### src/hdl/fifo_ctl_pkg.sv
/*
  shared constants for the sample buffer flush and watermark control slice.
  assumes a host serial front end that presents byte register accesses.
*/
`default_nettype none
package fifo_ctl_pkg;
  // ************************************************************
  // register map
  // ************************************************************
  localparam logic [7:0] CTRL_ADDR   = 8'h27; // fifo_flush_watermark_ctrl
  localparam logic [7:0] CTRL_RESET  = 8'h00;
  localparam int         FLUSH_BIT   = 7;
  localparam int         SEL_BIT     = 6;
  localparam int         WM_MSB      = 5;
  localparam int         WM_W        = 6;
  // ************************************************************
  // buffer geometry and modes
  // ************************************************************
  localparam int         DEPTH       = 32;
  localparam logic [5:0] DEPTH_CNT   = 6'h20;
  localparam logic [1:0] MODE_OFF    = 2'h0;
  localparam logic [1:0] MODE_STREAM = 2'h1;
  localparam logic [1:0] MODE_STOP   = 2'h2;
  localparam logic [1:0] MODE_TRIG   = 2'h3;
  localparam logic [7:0] PERIOD_RESET = 8'h00;
  // triggered-mode collection phases
  typedef enum logic [1:0] {PH_PRE, PH_POST, PH_DONE} trig_phase_t;
endpackage : fifo_ctl_pkg
`default_nettype wire

### src/hdl/fifo_flush_wm_ctrl.sv
/*
  control slice of the sample buffer: flush command, watermark flag,
  triggered-mode capture limits and buffer hold of the wake state.
  the sample storage itself lives in the datapath; this slice keeps only
  the count, the flags and the triggered-mode collection phase.
  assumes the serial front end gives one-cycle reg_wr/reg_rd strobes and
  that sample push/pop strobes come from the buffer datapath.
*/
// Behaviour
// - flush discards samples and clears flags
// - flush also clears gate error and count
// - flush bit self-clears, always reads zero
// - selector zero ignores buffer flags for wake
// - selector one: flags set at expiry sleeps
// - host clearing flags restarts timer, stays awake
// - selector only matters in stream or stop
// - watermark flag when count reaches threshold
// - zero threshold disables watermark flag
// - triggered mode threshold caps pre-trigger samples
// - disabled mode flushes and clears flags, count
// - after trigger collect 32 minus threshold, stop
`timescale 1ns/1ps
`default_nettype none
module fifo_flush_wm_ctrl #(
  parameter int PW = 8
) (
  // clock and reset
  input  wire logic          clock,
  input  wire logic          rst,
  // register port
  input  wire logic          reg_wr,
  input  wire logic          reg_rd,
  input  wire logic [7:0]    reg_addr,
  input  wire logic [7:0]    reg_wdata,
  output logic      [7:0]    reg_rdata_r,
  // buffer datapath and mode
  input  wire logic [1:0]    buf_mode,
  input  wire logic          sample_push,
  input  wire logic          sample_pop,
  input  wire logic          trig_in,
  output logic      [5:0]    buf_count_r,
  output logic               watermark_flag_r,
  output logic               overflow_flag_r,
  output logic               gate_clear_r,
  // auto-wake/sleep
  input  wire logic          odr_tick,
  input  wire logic          wake_event,
  input  wire logic [PW-1:0] auto_sleep_period,
  output logic               wake_r
);
  // ************************************************************
  // register
  // ************************************************************
  logic                  wake_hold_selector_r;
  logic [5:0]            watermark_threshold_r;
  logic                  flush_r;
  fifo_ctl_pkg::trig_phase_t phase_r;
  logic                  expired;

  // one mapped address: other writes are dropped, other reads give zero
  wire ctrl_hit  = reg_addr == fifo_ctl_pkg::CTRL_ADDR;
  wire wr_hit    = reg_wr && ctrl_hit;
  wire flush_cmd = wr_hit && reg_wdata[fifo_ctl_pkg::FLUSH_BIT];
  wire [7:0] ctrl_view = {1'b0, wake_hold_selector_r, watermark_threshold_r};

  // self-clearing flush
  // only selector and threshold are read back, so bit 7 never reads as one
  always_ff @(posedge clock) begin
    if (rst) begin
      wake_hold_selector_r  <= 1'b0;
      watermark_threshold_r <= 6'h00;
      flush_r               <= 1'b0;
      reg_rdata_r           <= fifo_ctl_pkg::CTRL_RESET;
    end else begin
      flush_r <= flush_cmd;
      if (wr_hit) begin
        wake_hold_selector_r  <= reg_wdata[fifo_ctl_pkg::SEL_BIT];
        watermark_threshold_r <= reg_wdata[fifo_ctl_pkg::WM_MSB:0];
      end
      if (reg_rd) begin
        reg_rdata_r <= ctrl_hit ? ctrl_view : 8'h00;
      end
    end
  end

  // ************************************************************
  // sample count
  // ************************************************************
  // mode decode shared by storage, overflow and the wake hold
  wire mode_off    = buf_mode == fifo_ctl_pkg::MODE_OFF;
  wire mode_stream = buf_mode == fifo_ctl_pkg::MODE_STREAM;
  wire mode_stop   = buf_mode == fifo_ctl_pkg::MODE_STOP;
  wire mode_trig   = buf_mode == fifo_ctl_pkg::MODE_TRIG;
  wire full        = buf_count_r == fifo_ctl_pkg::DEPTH_CNT;
  wire pre_phase   = phase_r == fifo_ctl_pkg::PH_PRE;
  wire post_phase  = phase_r == fifo_ctl_pkg::PH_POST;
  wire done_phase  = phase_r == fifo_ctl_pkg::PH_DONE;

  // disabled mode acts as a standing flush
  wire flush_all = flush_cmd || mode_off;
  // pre-trigger samples capped at threshold
  // a threshold above the depth must not let the count pass full, so the
  // cap also applies once the buffer is full; the oldest sample is dropped
  wire pre_cap   = mode_trig && pre_phase &&
                   ((buf_count_r >= watermark_threshold_r) || full);
  // no storage once the post-trigger run is done
  wire push_ok   = sample_push && !mode_off && !(mode_stop && full) &&
                   !(mode_trig && (done_phase || (post_phase && full)));
  // stream mode and pre-trigger drop the oldest, so the count holds
  wire count_up  = push_ok && !(mode_stream && full) && !pre_cap;
  wire pop_ok    = sample_pop && (buf_count_r != 6'h00);
  wire [5:0] count_step = buf_count_r + {5'h00, count_up}
                          - {5'h00, pop_ok};
  wire [5:0] count_nxt  = flush_all ? 6'h00 : count_step;
  wire       emptied    = count_nxt == 6'h00;
  // only a read that drains the buffer re-arms the trigger; a buffer that
  // is empty right after a trigger with a zero threshold must not
  wire       host_empty = pop_ok && emptied;

  wire wm_nxt = (watermark_threshold_r != 6'h00) &&
                (count_nxt >= watermark_threshold_r);
  // overflow marks the end of the post-trigger run; it uses the same
  // test as the phase change, so a trigger on a full buffer still ends
  wire ovf_set = (sample_push && full && (mode_stream || mode_stop)) ||
                 (mode_trig && post_phase &&
                  (count_nxt == fifo_ctl_pkg::DEPTH_CNT));
  wire ovf_nxt = (overflow_flag_r && !(flush_all || emptied)) ||
                 (ovf_set && !flush_all);

  // flags follow the next count every cycle
  always_ff @(posedge clock) begin
    if (rst) begin
      buf_count_r      <= 6'h00;
      watermark_flag_r <= 1'b0;
      overflow_flag_r  <= 1'b0;
      gate_clear_r     <= 1'b0;
    end else begin
      buf_count_r      <= count_nxt;
      watermark_flag_r <= wm_nxt;
      overflow_flag_r  <= ovf_nxt;
      // gate error and gate count clear
      gate_clear_r     <= flush_all || (pop_ok && emptied);
    end
  end

  // ************************************************************
  // triggered-mode phases
  // ************************************************************
  // later triggers ignored until flushed or emptied
  // leaving triggered mode always returns to the armed phase
  always_ff @(posedge clock) begin
    if (rst || !mode_trig) begin
      phase_r <= fifo_ctl_pkg::PH_PRE;
    end else begin
      unique case (phase_r)
        fifo_ctl_pkg::PH_PRE: begin
          if (trig_in) begin
            phase_r <= fifo_ctl_pkg::PH_POST;
          end
        end
        fifo_ctl_pkg::PH_POST: begin
          if (flush_all || host_empty) begin
            phase_r <= fifo_ctl_pkg::PH_PRE;
          end else if (count_nxt == fifo_ctl_pkg::DEPTH_CNT) begin
            phase_r <= fifo_ctl_pkg::PH_DONE;
          end
        end
        fifo_ctl_pkg::PH_DONE: begin
          if (flush_all || host_empty) begin
            phase_r <= fifo_ctl_pkg::PH_PRE;
          end
        end
        // the spare state code falls back to the armed phase
        default: begin
          phase_r <= fifo_ctl_pkg::PH_PRE;
        end
      endcase
    end
  end

  // ************************************************************
  // auto-wake/sleep
  // ************************************************************
  // selector counts only in stream or stop mode
  wire sel_eff    = wake_hold_selector_r && (mode_stream || mode_stop);
  wire flags_set  = watermark_flag_r || overflow_flag_r;
  // host flush or read while flags are set restarts the timer
  wire host_clear = sel_eff && flags_set && (flush_cmd || pop_ok);
  // without the selector buffer flags never restart the timer
  wire restart    = host_clear || wake_event || !wake_r;
  // after a trigger the part stays awake regardless of the period
  wire go_sleep   = expired && !(mode_trig && !pre_phase);
  wire go_wake    = wake_event || (mode_trig && trig_in && pre_phase);

  // the timer is held clear while asleep, so every wake gets a full period
  sleep_timer #(
    .PW (PW)
  ) u_timer (
    .clock    (clock),
    .rst      (rst),
    .odr_tick (odr_tick),
    .restart  (restart),
    .run      (wake_r),
    .period   (auto_sleep_period),
    .expired  (expired)
  );

  // flags still set at expiry do not hold wake
  // a wake event in the expiry cycle wins, so fresh activity is not lost
  always_ff @(posedge clock) begin
    if (rst) begin
      wake_r <= 1'b1;
    end else if (!wake_r) begin
      wake_r <= go_wake;
    end else if (go_sleep && !host_clear && !wake_event) begin
      wake_r <= 1'b0;
    end
  end
endmodule : fifo_flush_wm_ctrl
`default_nettype wire

### src/hdl/sleep_timer.sv
/*
  auto-sleep period counter advanced by an output-data-rate enable.
  assumes odr_tick is a one-cycle pulse from a divider on the same clock.
*/
`timescale 1ns/1ps
`default_nettype none
module sleep_timer #(
  parameter int PW = 8
) (
  // clock and reset
  input  wire logic          clock,
  input  wire logic          rst,
  // control
  input  wire logic          odr_tick,
  input  wire logic          restart,
  input  wire logic          run,
  input  wire logic [PW-1:0] period,
  // result
  output logic               expired
);
  logic [PW-1:0] cnt_r;
  wire           at_end = (cnt_r >= period) && (period != '0);

  // count ticks while awake; a zero period never expires
  always_ff @(posedge clock) begin
    if (rst || restart || !run) begin
      cnt_r   <= '0;
      expired <= 1'b0;
    end else begin
      expired <= odr_tick && at_end;
      if (odr_tick && !at_end) begin
        cnt_r <= cnt_r + 1'b1;
      end
    end
  end
endmodule : sleep_timer
`default_nettype wire

### config.mk
export PLATFORM = sky130hd
export DESIGN_NAME = fifo_flush_wm_ctrl
export DESIGN_NICKNAME = d
export VERILOG_FILES = /design/src/hdl/fifo_ctl_pkg.sv /design/src/hdl/fifo_flush_wm_ctrl.sv /design/src/hdl/sleep_timer.sv
export SDC_FILE = /design/constraint.sdc
export NUM_CORES = 1
export LEC_CHECK = 0
export BUFFER_PORTS_ARGS = -buffer_cell sky130_fd_sc_hd__buf_2
export CELL_PAD_IN_SITES_DETAIL_PLACEMENT = 1
export CELL_PAD_IN_SITES_GLOBAL_PLACEMENT = 2
export CORE_ASPECT_RATIO = 0.5
export CORE_MARGIN = 3
export CORE_UTILIZATION = 33
export DETAILED_ROUTE_END_ITERATION = 7
export PLACE_DENSITY = 0.81
export SYNTH_ARGS = -nofsm -noshare
export SYNTH_HDL_FRONTEND = slang
export SYNTH_HIERARCHICAL = 1
export SYNTH_SLANG_ARGS = --single-unit
export TNS_END_PERCENT = 50
### constraint.sdc
create_clock -name clock -period 4.4 [get_ports clock]
set_input_delay 0.22 -clock clock [delete_from_list [all_inputs] [get_ports clock]]
set_output_delay 0.22 -clock clock [all_outputs]
set_load 0.05 [all_outputs]
Yosys cells after proc, flatten, opt, wreduce, memory -nomap -nowiden
Index checks and enable logic that the tools add are counted.
Widths: inputs -> output; s select.
- add/sub/neg operators: 3
- order comparisons: 3
- equal/unequal tests: 11
- mux-type cells: 9
- reductions and logical operators: 71
- operators with widths (operator ; number):
    $logic_and 1x1->1 ; 34
    $logic_or 1x1->1 ; 16
    $logic_not 1->1 ; 14
    $eq 6x6->1 const B ; 2
    $ge 6x6->1 ; 2
    $reduce_bool 6->1 ; 2
    $add 8x1->8 const B ; 1
    $eq 8x6->1 const B ; 1
    $ge 8x8->1 ; 1
    $mux 2 ; 4
    $reduce_bool 8->1 ; 1
    $mux 7 ; 1
    $add 6x1->6 ; 1
    $eq 2x2->1 const B ; 3
    $logic_not 6->1 ; 1
    $mux 6 ; 1
    $pmux 2 s3 ; 1
    $sub 6x1->6 ; 1
    $eq 2x1->1 const B ; 2
    $logic_not 2->1 ; 2
    $ne 3x1->1 const B ; 1
    $reduce_and 3->1 ; 1
    $mux 1 ; 2
    $ne 2x1->1 const B ; 1
    $ne 2x2->1 const B ; 1
- flip-flop bits (word level): 36
- input port bits: 35
- output and inout port bits: 18
- logic and storage cells: 108

Longest topological paths before layout
Gate-level depths: netlist of run 1.
- depth in word-level cells: 16
- gate-level depth with buffers: 19

Cells and area by module
The synthesis of run 1 kept the hierarchy.
- modules (own cells, without submodules) (module ; instances ; cells each ; area an instance (µm²) ; seq. area each (µm²)):
    fifo_flush_wm_ctrl ; 1 ; 217 ; 1888.1 ; 520.5
    sleep_timer ; 1 ; 91 ; 745.7 ; 180.2

Worst setup path before layout of run 1
OpenSTA, ideal clock, no wires.
- path type: flip-flop to flip-flop
- start: register buf_count_r[2]
- end: register watermark_flag_r
- setup time: 0.122 ns
- arrival time: 3.871 ns
- required time: 4.278 ns
- slack: 0.407 ns
- stages on the path, launching flop included: 19
- path buffers: 0
- path through: dfxtp_1 -> inv_1 -> ha_1 -> nor3b_1 -> and2_1 -> a211oi_1 -> o21ai_0 -> a311o_1 -> ha_1 -> inv_1 -> ha_1 -> inv_1 -> fa_1 -> nor2_1 -> ha_1 -> a21o_1 -> a211o_1 -> o211ai_1 -> a21oi_1
- cells in the longest elaborated chain, start to end: 13
- elaborated cells between the ends (all ways): 24
- those cells by class: 2 x add/sub; 2 x order compare; 1 x eq/ne; 1 x mux; 18 x reduce/logical
- ends and longest elaborated chain (what ; RTL line ; RTL):
    start, declared ; fifo_flush_wm_ctrl.sv:41 ; output logic [5:0] buf_count_r,
    start signal, assigned ; fifo_flush_wm_ctrl.sv:138 ; buf_count_r <= count_nxt;
    parallel branches: the longest is 9 deep, another holds $ge 6x6->1 ; - ;
    $sub 6x1->6 (*) ; fifo_flush_wm_ctrl.sv:113 ; - {5'h00, pop_ok};
    $mux 6 (*) ; fifo_flush_wm_ctrl.sv:114 ; wire [5:0] count_nxt = flush_all ? 6'h00 : count_step;
    via count_nxt[1] ; fifo_flush_wm_ctrl.sv:114 ;
    $ge 6x6->1 (*) ; fifo_flush_wm_ctrl.sv:121 ; (count_nxt >= watermark_threshold_r);
    $logic_and 1x1->1 (*) ; fifo_flush_wm_ctrl.sv:120 ; wire wm_nxt = (watermark_threshold_r != 6'h00) &&
    end signal, assigned ; fifo_flush_wm_ctrl.sv:139 ; watermark_flag_r <= wm_nxt;
    end, declared ; fifo_flush_wm_ctrl.sv:42 ; output logic watermark_flag_r,
Mark *: on every way through the listed nets, which the timed path passes.
A chain may end at the register's enable or synchronous reset.

Worst setup path in the final report of run 1
- start: register buf_count_r[0]
- end: register phase_r[0]
- cells in the longest elaborated chain, start to end: 16
- elaborated cells between the ends (all ways): 31
- those cells by class: 2 x add/sub; 1 x order compare; 4 x eq/ne; 3 x mux; 21 x reduce/logical
- ends and longest elaborated chain (what ; RTL line ; RTL):
    parallel branches: the longest is 16 deep, another holds $ge 6x6->1 ; - ;
    end signal, assigned ; fifo_flush_wm_ctrl.sv:163 ; phase_r <= fifo_ctl_pkg::PH_PRE;
    end signal, assigned ; fifo_flush_wm_ctrl.sv:165 ; phase_r <= fifo_ctl_pkg::PH_DONE;
    end signal, assigned ; fifo_flush_wm_ctrl.sv:170 ; phase_r <= fifo_ctl_pkg::PH_PRE;
    end, declared ; fifo_flush_wm_ctrl.sv:57 ; fifo_ctl_pkg::trig_phase_t phase_r;
Parallel ways; which one is timed is not known.

==> impl_metrics.yaml, run 1 <==
run_status:
  status: "completed"
grt:
  grt_pass1_wl_um: 11900
  grt_pass1_vias: 2509
  grt-ovfl-total: 0
  antenna_found_initial: 0
  grt_max_degree: 22
  grt_util_all_layers: 0.157
clock_network:
  cts_buffers: 5
  ctsRootBufferMaster: "clkbuf_16"
  numClockSinks: 35
  clock_path_buffers: 2
  cts_setup_buffers: 0
  cts_tree: "done"
  htreeDepth: 2
  clock_latency_ns: 0.29
  clk_pin_slew_ns: 0.07
worst_hold_path:
  hold_class: "in -> reg"
  min-delay-start: "wake_event"
timing:
  fin_worst_skew_ns: 0.0138
  worst_pin_slew_ns: 0.521
  finalSetupViolCount: 0
  hold_violations: 0
  finalSetupTns_ns: 0
  slew_headroom: 0.653
  rsz0062_at_grt: "false"
  timing.final.crit_share: 0.934
  fin_ws_ns: 0.292
  clock.fmax_mhz: 243
  drv_slew: 0
  final.min_clock_period_ns: 4.11
routing:
  viasPerCell: 5.08
  wl_per_cell_um: 15.2
  route.vias.total: 2384
  dr.pass1.iters: 4
  postRouteAntennaNets: 0
  drt_iter0_markers: 114
  drc: 0
  routed_wl_um: 7110
synth:
  synthFlopType: "dfxtp_1"
  synth_nets: 378
  synth.most_common_cell: "dfxtp_1"
  synth.avg_cell_area_um2: 8.55
  syn_inst: 308
  synth_top_area_cell: "dfxtp_1"
  synth.cell_area_um2: 2630
  synthTopCellsByArea: "dfxtp_1, ha_1, inv_1"
  synth_commonest_cells: "dfxtp_1, ha_1, inv_1, nand2_1"
  synth-seq-cells: 35
  synth_edf_count: 0
  yosys.area.top_type_share: 0.266
  synthDistinctLibCells: 63
  async_reset_ff_frac: 0
  yosysSeqAreaShare: 0.266
  yosysWarnings: 6
critical_path:
  cp_slowest_stage_delay_ns: 0.55
  reg2reg_from: "buf_count_r[0]"
  critPathCaptureType: "flop"
  worstSetupStartpoint: "buf_count_r[0]"
  required_ns: 4.56
  critPathLaunchType: "flop"
  path_delay_family: "compound AO/OA/AOI/OAI gates"
  crit_arrival_ns: 4.27
  crit_type: "reg -> reg"
  crit_fanout: 4
  cp_cell_sequence: "inv_1 > ha_1 > nand2b_1 > a21o_1 > a21oi_1 > o21ai_0 > a311o_1 > ha_1 > inv_1 > ha_1 > inv_1 > fa_1 > nor2b_1 > and3_1 > mux2_2 > nand2_1 > o311a_1"
  path_buf_inv: 3
  slowest_stage: "fa_1"
final_layout:
  postLayoutCoreUtil: 0.416
  area_delta_synth_final_pct: 19.2
  layout.nets: 430
  drive_gt1_frac: 0.263
  diodes: 0
place:
  pre_cts_ws_ns: 0.310
  routabilityCongestion: 0.825
  dp_hpwl_um: 6000
  port_buffers: 51
floorplanning:
  start_util: 0.349
  io_pins: 53
  die_x_um: 132
  core-area_um2: 7540
  die_h_um: 69.2
  dieArea_um2: 9150
  rows: 22
pwr:
  p_leak_nw: 1.32
  p_per_area_nw_per_um2: 523
  ir_worst_vdd_mv: 0.229
  total_power_mw: 1.64
job:
  max_cap_violations: 0
## worst reg2reg max path, cell delays in order, from the launching register on
cell and delay [ns]:
dfxtp_1 0.39, inv_1 0.07, ha_1 0.28, nand2b_1 0.14, a21o_1 0.17, a21oi_1 0.22
o21ai_0 0.16, a311o_1 0.39, ha_1 0.28, inv_1 0.07, ha_1 0.19, inv_1 0.07
fa_1 0.55, nor2b_1 0.19, and3_1 0.19, mux2_2 0.19, nand2_1 0.08, o311a_1 0.37
## area by class of cell
| type | instances | area, um^2 |
|---|---|---|
| fill | 955 | 4400 |
| multi-input combinational | 238 | 1790 |
| sequential | 35 | 701 |
| timing repair buffer | 52 | 263 |
| tap | 108 | 135 |
| clock buffer | 5 | 125 |
| inverter | 28 | 105 |
| clock inverter | 3 | 20.0 |
## final timing paths
check	endpoint	slack, ns	depth (start not counted)
max	phase_r[0]	0.29	17
min	wake_r	0.17	2
max reg2reg	phase_r[0]	0.29	17
min reg2reg	watermark_threshold_r[4]	0.49	2
## sequential cells by signal (all words and copies together), names as in the netlist
register               count
gate_clear_r               1
watermark_flag_r           1
u_timer/expired            1
wake_hold_selector_r       1
buf_count_r                6
phase_r                    2
watermark_threshold_r      6
overflow_flag_r            1
u_timer/cnt_r              8
reg_rdata_r                7
wake_r                     1
## routing by layer
layer / vias up / global-route usage / share of wire
met5: - / 0 / 0
met4: 0 / 0.0276 / 0.0076
met3: 6 / 0.0370 / 0.026
met2: 25 / 0.262 / 0.47
met1: 1163 / 0.211 / 0.50
li1: 1190 / - / -
## kinds of logic after synthesis
logic type      synth area share
buf+inv                   0.0570
flops                      0.266
simple gates               0.260
mux                       0.0195
xor+xnor                  0.0133
fa+ha+maj                  0.169
compound gates             0.214
other cells              0.00142
## stage by stage
step	hold WS (ns)	cells	area, um^2
CTS	0.159	469	3130
floorplan	0.322	308	2630
detailed placement	0.450	461	2990
finish	0.170	469	3140
global route	0.179	469	3140
global placement	0.445	461	2990
## timing repair
item                                   CTS  global route
endpoints found under the hold margin    0             0
setup endpoints to repair                0             1
hold buffers                             0             0
gates resized for setup                  0             1
## report_power, final
group / switching (mW) / internal (mW) / leakage, nW / total, mW
combinational: 0.559 / 0.361 / 0.974 / 0.919
sequential: 0.0303 / 0.341 / 0.284 / 0.371
clock: 0.141 / 0.209 / 0.0658 / 0.350
## layout by cell type, fill, tap and decap left out, drive strengths merged, types with 2 or more instances in the layout
master	instances
o211a	2
nor4	4
inv	28
nand3	16
nand2b	9
and2	5
clkinvlp	2
o21ai	13
xor2	3
nand2	26
nor3	3
or4	2
o31ai	2
o2111ai	2
a21oi	25
buf	52
dfxtp	35
nor2b	12
a2111o	3
a21o	3
nor2	30
a41oi	3
clkbuf	5
o211ai	2
mux2i	4
o21a	2
ha	34
or3	2
a21boi	2
a211oi	4
nand4	2
and3	2
No activity file was read; power rests on OpenSTA's default activity.
==> inputs of run 2 (changes only) <==
--- a/config.mk
+++ b/config.mk
@@ -5,16 +5,16 @@
 export SDC_FILE = /design/constraint.sdc
 export NUM_CORES = 1
 export LEC_CHECK = 0
+export ABC_AREA = 1
 export BUFFER_PORTS_ARGS = -buffer_cell sky130_fd_sc_hd__buf_2
 export CELL_PAD_IN_SITES_DETAIL_PLACEMENT = 1
 export CELL_PAD_IN_SITES_GLOBAL_PLACEMENT = 2
 export CORE_ASPECT_RATIO = 0.5
 export CORE_MARGIN = 3
-export CORE_UTILIZATION = 33
+export CORE_UTILIZATION = 30
 export DETAILED_ROUTE_END_ITERATION = 7
-export PLACE_DENSITY = 0.81
+export PLACE_DENSITY = 0.79
 export SYNTH_ARGS = -nofsm -noshare
 export SYNTH_HDL_FRONTEND = slang
-export SYNTH_HIERARCHICAL = 1
 export SYNTH_SLANG_ARGS = --single-unit
 export TNS_END_PERCENT = 50
==> run 2 against run 1 <==
First-iteration DRC count down 37%. Wire length about the same. Worst hold slack worse by 0.028 ns. Register-to-register slack better by 0.04 ns. Utilization down 2.5 points. Sequential cell count unchanged. Cell count up 6.4%. Clock-buffer cell count unchanged. Largest power group unchanged.
==> impl_metrics.yaml, run 2 <==
pwr:
  ir_worst_vdd_mv: 0.185
  pwr-share-comb: 0.528
  internal_power_mw: 0.932
  p_sw_mw: 0.746
  p_seq_frac: 0.223
  p_clk_frac: 0.249
  swShare: 0.445
  p_leak_nw: 1.46
  p_per_area_nw_per_um2: 558
synth:
  synth-seq-cells: 35
  synth_commonest_cells: "inv_1, nand2_1, dfxtp_1, ha_1, nor2_1"
  synthAdderAreaFrac: 0.180
  yosysSeqAreaShare: 0.282
  yosysWarnings: 0
  synth.cell_area_um2: 2480
  synth.avg_cell_area_um2: 7.34
  synth.most_common_cell: "inv_1"
  synthSimpleGateAreaFrac: 0.265
  synth-compound-area-share: 0.153
  synth_top_family_by_area: "simple AND/OR/NAND/NOR gates"
  synth_nets: 408
  yosys.area.top_type_share: 0.282
  synthFlopType: "dfxtp_1"
  synthMuxAreaShare: 0
  synthTopCellsByArea: "dfxtp_1, ha_1, inv_1"
  syn_inst: 338
  synth_edf_count: 0
  synthDistinctLibCells: 35
  async_reset_ff_frac: 0
  synth_xor_area_frac: 0.0141
  synth_top_area_cell: "dfxtp_1"
final_layout:
  area_delta_synth_final_pct: 21.2
  layout_common_cells: "inv_1, buf_2, nand2_1"
  largest_register_ffs: 8
  final_common_cell: "inv_1"
  drive_gt1_frac: 0.228
  multi_input_area_um2: 1520
  seqCellArea_um2: 701
  postLayoutCoreUtil: 0.391
  reg_top3: "u_timer.cnt_r x8, reg_rdata_r x7"
  top_register: "u_timer.cnt_r"
  layout.nets: 460
  design_area_um2: 3010
  diodes: 0
  nFillCells: 978
timing:
  fin_worst_skew_ns: 0.00423
  rsz0062_at_grt: "false"
  clock.fmax_mhz: 246
  timing.final.crit_share: 0.925
  finalSetupViolCount: 0
  hold_violations: 0
  final.min_clock_period_ns: 4.07
  drv_slew: 0
  finalSetupTns_ns: 0
clock_network:
  cts_hold_buf: 0
  clk_pin_slew_ns: 0.06
  cts_buffers: 5
  htreeDepth: 2
  clock_latency_ns: 0.29
  ctsRootBufferMaster: "clkbuf_16"
  clock_path_buffers: 2
  ctsResizeCount: 0
  numClockSinks: 35
  cts_setup_buffers: 0
  cts_tree: "done"
floorplanning:
  core-area_um2: 7680
  rows: 22
  start_util: 0.323
  die_h_um: 70.3
  io_pins: 53
  die_x_um: 135
  dieArea_um2: 9460
critical_path:
  critPathLaunchType: "flop"
  crit_type: "reg -> reg"
  required_ns: 4.58
  crit_arrival_ns: 4.25
  crit_fanout: 3
  critPathCaptureType: "flop"
place:
  placed_cell_area_um2: 2840
  routabilityCongestion: 0.838
  dp_hpwl_um: 5920
  port_buffers: 51
grt:
  grt-ovfl-total: 0
  grt_util_all_layers: 0.160
  grt_pass1_wl_um: 12300
  grt_pass1_vias: 2588
  grt_max_degree: 17
  antenna_found_initial: 0
routing:
  route.vias.total: 2377
  routed_wl_um: 7110
  wl_per_cell_um: 14.2
  viasPerCell: 4.76
  postRouteAntennaNets: 0
  dr.pass1.iters: 4
  drt_iter0_markers: 72
  drc: 0
job:
  max_cap_violations: 0
worst_hold_path:
  hold_class: "in -> reg"
run_status:
  status: "completed"
==> run 2: changes by cell type after synthesis, sizes merged, moves of 6 or more <==
cell / change
nand2b: -9
nand2: +31
nand3: +9
nor2b: -12
nor2: +6
inv: +32
==> run 2: worst paths after layout <==
kind                            start               end  slack, ns  depth (start not counted)
min                        wake_event            wake_r       0.14                          3
min reg2reg  watermark_threshold_r[1]    reg_rdata_r[1]       0.49                          2
max          watermark_threshold_r[3]  watermark_flag_r       0.33                         22
max reg2reg  watermark_threshold_r[3]  watermark_flag_r       0.33                         22
==> run 2: power groups by stage <==
stage	Sequential [mW]	Clock (mW)	Combinational, mW
2_1_floorplan	0.462	0	0.593
3_3_place_gp	0.381	0	0.863
3_5_place_dp	0.382	0	0.889
4_1_cts	0.375	0.425	0.897
5_1_grt	0.379	0.439	1.02
6_report	0.374	0.417	0.886
==> run 2: worst max-delay path: stages, from the launching register on <==
cell       delay, ns
dfxtp_1         0.36
inv_1           0.09
ha_1            0.32
a21oi_1         0.17
o221ai_1        0.13
o32ai_1         0.26
o2111ai_1       0.16
ha_1            0.30
inv_1           0.05
ha_1            0.15
inv_1           0.05
fa_1            0.41
xnor2_1         0.22
nand3_1         0.17
inv_1           0.10
ha_1            0.23
o21a_1          0.11
o21a_1          0.16
o21a_1          0.15
o21ai_0         0.17
nand2_1         0.08
nand3_1         0.07
inv_1           0.04
==> run 2: cell families (layout without fill, tap and decap cells) <==
| logic type | Yosys count | in the layout |
|---|---|---|
| compound gates | 62 | 62 |
| xor+xnor | 4 | 4 |
| fa+ha+maj | 35 | 35 |
| buf+inv | 66 | 119 |
| flops | 35 | 35 |
| other cells | 1 | 1 |
| simple gates | 135 | 135 |
==> run 2: metal layers <==
metal	GRT usage	share of wire	routed length (um)
met5	0	0	0
met3	0.0345	0.026	183
met4	0.0339	0.0079	56
met2	0.278	0.47	3370
met1	0.205	0.49	3500
==> run 2: layout make-up <==
type,count,area share
clock buffers,5,0.0416
repair buffers,51,0.0849
well taps,108,0.0449
clock inverters,3,0.0146
inverters,60,0.0749
flip-flops and latches,35,0.233
multi-input cells,237,0.506
==> run 2: metrics by stage <==
step | hold slack [ns] | power (mW) | setup slack (ns) | std cells
floorplan | 0.325 | 1.05 | 0.417 | 338
global placement | 0.419 | 1.24 | 0.501 | 491
detailed placement | 0.437 | 1.27 | 0.395 | 491
CTS | 0.139 | 1.70 | 0.352 | 499
global route | 0.147 | 1.84 | 0.0594 | 499
finish | 0.142 | 1.68 | 0.332 | 499
